--- src/design/iopad_defs.svh ---
`ifndef IOPAD_DEFS_SVH
`define IOPAD_DEFS_SVH
// default jumper positions: row group 6, column group 3 -> block d8..df
`define IOPAD_ROW_DEFAULT 3'h6
`define IOPAD_COL_DEFAULT 2'h3
// address field positions
`define IOPAD_ROW_HI 7
`define IOPAD_ROW_LO 5
`define IOPAD_COL_HI 4
`define IOPAD_COL_LO 3
`define IOPAD_SPLIT_BIT 2
`define IOPAD_REG_HI 1
`define IOPAD_REG_LO 0
// number of ports in the block and in each half
`define IOPAD_BLOCK_PORTS 8
`define IOPAD_HALF_PORTS 4
// idle level of the active-low strobe groups
`define IOPAD_STROBE_IDLE 4'hf
`endif

--- src/design/iopad_pkg.sv ---
package iopad_pkg;
   // which half of the block an access targets
   typedef enum logic [2:0] {
      IOPAD_IDLE = 3'b001,
      IOPAD_LOWER = 3'b010,
      IOPAD_UPPER = 3'b100
   } iopad_route_t;

   // registered strobe state
   typedef struct packed {
      iopad_route_t route;
      logic [3:0] rd_strobe_b;
      logic [3:0] wr_strobe_b;
   } iopad_state_t;
endpackage : iopad_pkg

--- src/design/iopad_decoder.sv ---
`timescale 1ns/1ps
`include "iopad_defs.svh"
module iopad_decoder (
   // clock and reset
   input wire logic clk,
   input wire logic rst_b,
   // jumper settings
   input wire logic [2:0] row_group_jumper,
   input wire logic [1:0] column_group_jumper,
   // processor address and bus control, controls all active low
   input wire logic [7:0] addr,
   input wire logic io_req_b,
   input wire logic io_exp_b,
   input wire logic rd_b,
   input wire logic wr_b,
   // processor data bus, split pin
   input wire logic [7:0] data_in,
   output logic [7:0] data_out,
   output logic data_oe,
   // card data toward counter and ports
   input wire logic [7:0] card_rd_data,
   output logic [7:0] card_wr_data,
   // counter device interface
   output logic counter_cs_b,
   output logic [1:0] counter_reg,
   output logic counter_rd_b,
   output logic counter_wr_b,
   // upper port strobes
   output logic [3:0] upper_port_read_strobe_b,
   output logic [3:0] upper_port_write_strobe_b,
   // card select status
   output logic card_sel
);
   logic row_hit;
   logic col_hit;
   logic [7:0] row_line;
   logic [3:0] col_line;
   logic access;
   logic sel;
   logic lower;
   logic upper;
   logic [1:0] port_idx;
   iopad_pkg::iopad_state_t state_reg;
   iopad_pkg::iopad_state_t state_next;

   // row decoder outputs x0..x7, one per value of a7..a5
   // each line is one output of the first-level decoder
   iopad_group_match #(.W(3)) u_row0 (
      .field(addr[`IOPAD_ROW_HI:`IOPAD_ROW_LO]),
      .jumper(3'h0),
      .hit(row_line[0])
   );

   iopad_group_match #(.W(3)) u_row1 (
      .field(addr[`IOPAD_ROW_HI:`IOPAD_ROW_LO]),
      .jumper(3'h1),
      .hit(row_line[1])
   );

   iopad_group_match #(.W(3)) u_row2 (
      .field(addr[`IOPAD_ROW_HI:`IOPAD_ROW_LO]),
      .jumper(3'h2),
      .hit(row_line[2])
   );

   iopad_group_match #(.W(3)) u_row3 (
      .field(addr[`IOPAD_ROW_HI:`IOPAD_ROW_LO]),
      .jumper(3'h3),
      .hit(row_line[3])
   );

   iopad_group_match #(.W(3)) u_row4 (
      .field(addr[`IOPAD_ROW_HI:`IOPAD_ROW_LO]),
      .jumper(3'h4),
      .hit(row_line[4])
   );

   iopad_group_match #(.W(3)) u_row5 (
      .field(addr[`IOPAD_ROW_HI:`IOPAD_ROW_LO]),
      .jumper(3'h5),
      .hit(row_line[5])
   );

   iopad_group_match #(.W(3)) u_row6 (
      .field(addr[`IOPAD_ROW_HI:`IOPAD_ROW_LO]),
      .jumper(3'h6),
      .hit(row_line[6])
   );

   iopad_group_match #(.W(3)) u_row7 (
      .field(addr[`IOPAD_ROW_HI:`IOPAD_ROW_LO]),
      .jumper(3'h7),
      .hit(row_line[7])
   );

   // column decoder outputs y0..y3, one per value of a4..a3
   iopad_group_match #(.W(2)) u_col0 (
      .field(addr[`IOPAD_COL_HI:`IOPAD_COL_LO]),
      .jumper(2'h0),
      .hit(col_line[0])
   );

   iopad_group_match #(.W(2)) u_col1 (
      .field(addr[`IOPAD_COL_HI:`IOPAD_COL_LO]),
      .jumper(2'h1),
      .hit(col_line[1])
   );

   iopad_group_match #(.W(2)) u_col2 (
      .field(addr[`IOPAD_COL_HI:`IOPAD_COL_LO]),
      .jumper(2'h2),
      .hit(col_line[2])
   );

   iopad_group_match #(.W(2)) u_col3 (
      .field(addr[`IOPAD_COL_HI:`IOPAD_COL_LO]),
      .jumper(2'h3),
      .hit(col_line[3])
   );

   // jumper matrix: exactly one strap per group picks the decoder line;
   // the card ships strapped at row 6, column 3, block d8..df
   assign row_hit = row_line[row_group_jumper];
   assign col_hit = col_line[column_group_jumper];

   // card select: a7..a3 fixed, a2..a0 free so eight ports, base x0 or x8
   assign access = !io_req_b && !io_exp_b && (!rd_b || !wr_b);
   assign sel = access && row_hit && col_hit;
   // a2 splits the block: low half counter, high half strobes
   assign lower = sel && !addr[`IOPAD_SPLIT_BIT];
   assign upper = sel && addr[`IOPAD_SPLIT_BIT];

   // low address bits name the port inside each half
   assign port_idx = addr[`IOPAD_REG_HI:`IOPAD_REG_LO];
   assign card_sel = sel;

   // counter device side, combinational within the bus cycle
   assign counter_cs_b = !lower;
   assign counter_reg = addr[`IOPAD_REG_HI:`IOPAD_REG_LO];
   assign counter_rd_b = rd_b;
   assign counter_wr_b = wr_b;

   // data buffer direction
   assign data_oe = sel && !rd_b;
   assign data_out = card_rd_data;
   assign card_wr_data = data_in;

   // upper strobes decoded live for the cycle, registered copy tracks route
   always_comb begin
      logic [3:0] port_line_b;
      port_line_b = `IOPAD_STROBE_IDLE;
      state_next = state_reg;
      state_next.rd_strobe_b = 4'hf;
      state_next.wr_strobe_b = 4'hf;
      // route follows the half addressed in this cycle
      if (upper) begin
         state_next.route = iopad_pkg::IOPAD_UPPER;
      end else if (lower) begin
         state_next.route = iopad_pkg::IOPAD_LOWER;
      end else begin
         state_next.route = iopad_pkg::IOPAD_IDLE;
      end
      case (state_next.route)
         iopad_pkg::IOPAD_UPPER: begin
            // second-level decoder: one low line per upper port
            case (port_idx)
               2'h0: begin
                  port_line_b = 4'he;
               end
               2'h1: begin
                  port_line_b = 4'hd;
               end
               2'h2: begin
                  port_line_b = 4'hb;
               end
               2'h3: begin
                  port_line_b = 4'h7;
               end
               default: begin
                  port_line_b = `IOPAD_STROBE_IDLE;
               end
            endcase
            // read and write gate the same line onto separate strobes
            if (!rd_b) begin
               state_next.rd_strobe_b = port_line_b;
            end
            if (!wr_b) begin
               state_next.wr_strobe_b = port_line_b;
            end
         end
         iopad_pkg::IOPAD_LOWER: begin
         end
         iopad_pkg::IOPAD_IDLE: begin
         end
         default: begin
            state_next.route = iopad_pkg::IOPAD_IDLE;
         end
      endcase
      // reset holds every upper port strobe inactive
      if (!rst_b) begin
         state_next.route = iopad_pkg::IOPAD_IDLE;
         state_next.rd_strobe_b = 4'hf;
         state_next.wr_strobe_b = 4'hf;
      end
   end

   // registered route copy; strobes never wait on it, no cycle lost
   always_ff @(posedge clk) begin
      state_reg <= state_next;
   end

   // strobes are handshake outputs: live so the port acts in the same cycle
   assign upper_port_read_strobe_b = state_next.rd_strobe_b;
   assign upper_port_write_strobe_b = state_next.wr_strobe_b;
endmodule : iopad_decoder

--- src/design/iopad_group_match.sv ---
`timescale 1ns/1ps
// one-hot jumper group decoder: selects one output of a group
module iopad_group_match #(
   parameter int W = 3
) (
   // address field and jumper choice
   input wire logic [W-1:0] field,
   input wire logic [W-1:0] jumper,
   // match
   output logic hit
);
   // jumper picks which decoder output is wired to the card select
   always_comb begin
      hit = (field == jumper);
   end
endmodule : iopad_group_match

--- config.mk ---
export PLATFORM = sky130hd
export DESIGN_NAME = iopad_decoder
export DESIGN_NICKNAME = d
export VERILOG_FILES = /design/src/design/iopad_pkg.sv /design/src/design/iopad_decoder.sv /design/src/design/iopad_group_match.sv
export VERILOG_INCLUDE_DIRS = /design/src /design/src/design
export SDC_FILE = /design/constraint.sdc
export NUM_CORES = 1
export LEC_CHECK = 0
export ABC_CLOCK_PERIOD_IN_PS = 2500
export BUFFER_PORTS_ARGS = -buffer_cell sky130_fd_sc_hd__buf_2
export CORE_AREA = 2 2 40 42
export DETAILED_ROUTE_END_ITERATION = 12
export DIE_AREA = 0 0 42 44
export MAX_ROUTING_LAYER = met4
export PLACE_DENSITY = 0.77
export SYNTH_ARGS = -nofsm -noshare
export SYNTH_HDL_FRONTEND = slang
export SYNTH_SLANG_ARGS = --single-unit
--- constraint.sdc ---
create_clock -name vclk -period 2.5
set_clock_uncertainty 0.15 [all_clocks]
set_input_delay 0.375 -clock vclk [all_inputs]
set_output_delay 0.375 -clock vclk [all_outputs]
set_load 0.02 [all_outputs]
==> results.cfg <==
[outcome]
run_status = finished clean

[power]
p_sw_frac = 0.5543
pwr-share-seq = 0
pwr-share-clk = 0
vdd_drop_max_uv = 32.34
leakagePower_nw = 0.1667
comb_power_share = 1.000
power_uw = 47.58
switchingPower_uw = 26.37
p_int_uw = 21.21
power_density_mw_per_mm2 = 129.4

[layout]
area_delta_synth_final_pct = 11.79
n_fill_cell = 166
n_antenna_cell = 0
design.seq.count = 0
nClkBuffers = 0
regArea_um2 = 0
multi_input_comb_area_um2 = 167.7
final_common_cell = buf_2
nets = 100
drive_above_1_share = 0.5397
final_cell_mix = buf_2 (33), nand3_1 (9), nor4_1 (4), xnor2_1 (3)
stdcell_count = 79

[worst_setup_path]
startpoint_type = input pin
critPathSlowestCell = or3_1
cp_cell_sequence = buf_2 -> a211o_1 -> or3_1 -> or3_1 -> buf_2
cp_max_fo = 5
critPathArrivalTime_ps = 1680
critPathKind = input pin to output port
cp.required_ps = 1980
crit_path_max_incr_delay_ps = 390
critPathCaptureType = output port

[grt]
met1_usage = 0.08642
grt_pass1_wl_mm = 1.200
grt_max_degree = 9
use_met3 = 0.008333
grt_remaining_overflow = 0
antenna_found_initial = 0
grt.met2_usage = 0.1625
grt_pass1_vias = 280
grtUsageTotal = 0.08036
grt-busiest-layer = met2

[timing]
worst_slew_pin_slew_ps = 430.7
fmax_ghz = 0.4540
timing.setup.tns_ps = 0
post-route-period-util = 0.8811
hold_viol = 0
rsz0062_at_grt = no
final-setup-viol-count = 0
max_slew_margin = 0.7107
post-route-min-period_ps = 2203
maxSlewViolCount = 0

[hold_path]
hold_class = input pin to output port

[placed_design]
dp_hpwl_um = 718.4
io_buffers = 33
placed_cells = 79
place_congestion = 0.6389

[routing]
wl_um = 808
antenna_left = 0
vias = 359
viasPerCell = 4.544
drt-initial-drc-count = 4
wire_per_inst_um = 10.23
first_pass_iters = 4
drc = 0

[floorplanning]
io_pins = 66
start_util = 0.2319
die_area_mm2 = 0.001848
rows = 14
chipWidth_um = 42
die_y_um = 44
core_mm2 = 0.001419

[synthesis]
ys_seq_area_frac = 0
synth_top_area_share = 0.4563
syn_nets = 85
syn_area_per_cell_um2 = 6.581
ys_warn_count = 0
synth.distinct_cells = 14
post-synth-top-area-cell = buf_4
synth.area.top_cells = buf_4 (46%), nand3_1 (14%), xnor2_1 (8.0%)
syn_area_um2 = 329.1
synthCells = 50

[clocking]
post_cts_buffers = 0
cts.repair.resized = 0
cts.hold.buffers_added = 0

[job]
drv_cap = 0
worst max-delay path: cells and delay by family:
family | cells | cell delay, ps
and+or+nand+nor | 2 | 690
AOI/OAI and AO/OA | 1 | 320
buffers and inverters | 2 | 290
per-layer routing:
metal	share of wire	routed length [um]	vias up
met4	0	0	0
met3	0.097	78	0
met2	0.55	443	18
met1	0.35	285	160
li1	-	-	181
met5	0	0	-
power by group through the flow:
stage	Clock (mW)	Combinational (mW)	Sequential [mW]
2_1_floorplan	0	0.0662	0
3_3_place_gp	0	0.0469	0
3_5_place_dp	0	0.0481	0
4_1_cts	0	0.0482	0
5_1_grt	0	0.0528	0
6_report	0	0.0476	0
final cells by class:
type / count / share of cell area
inverter: 2 / 0.02041
tap: 16 / 0.05442
multi-input combinational: 27 / 0.4558
timing repair buffer: 34 / 0.4694
through the flow:
step           worst slack, ps    util  instance area [um^2]  hold WS (ps)
4_1_cts                  292.8  0.2593                 367.9         600.1
3_5_place_dp             294.2  0.2593                 367.9         600.1
2_1_floorplan            461.8       -                 329.1         688.7
6_report                 297.1  0.2593                 367.9         600.0
5_1_grt                  244.4  0.2593                 367.9         600.0
3_3_place_gp             285.5  0.2593                 367.9         600.1
kinds of logic after synthesis:
group	synth area share
AOI/OAI and AO/OA	0.02662
buffers and inverters	0.4905
xor gates and xnor gates	0.1331
and+or+nand+nor	0.3498
cell usage after synthesis:
| cell type | count |
|---|---|
| nand2_1 | 1 |
| inv_1 | 2 |
| xnor2_1 | 3 |
| nor3_1 | 2 |
| nand3_1 | 9 |
| and3_1 | 1 |
| clkbuf_1 | 1 |
| buf_4 | 20 |
| a211o_1 | 1 |
| nor4_1 | 4 |
| nor4b_1 | 1 |
| or3_1 | 2 |
| xor2_1 | 2 |
| nor2_1 | 1 |
worst paths after layout:
kind / start / endpoint / cells after the start
max: rd_b / counter_cs_b / 5
min: data_in[2] / card_wr_data[2] / 0
Note: power is estimated with default switching activity, not from simulation.
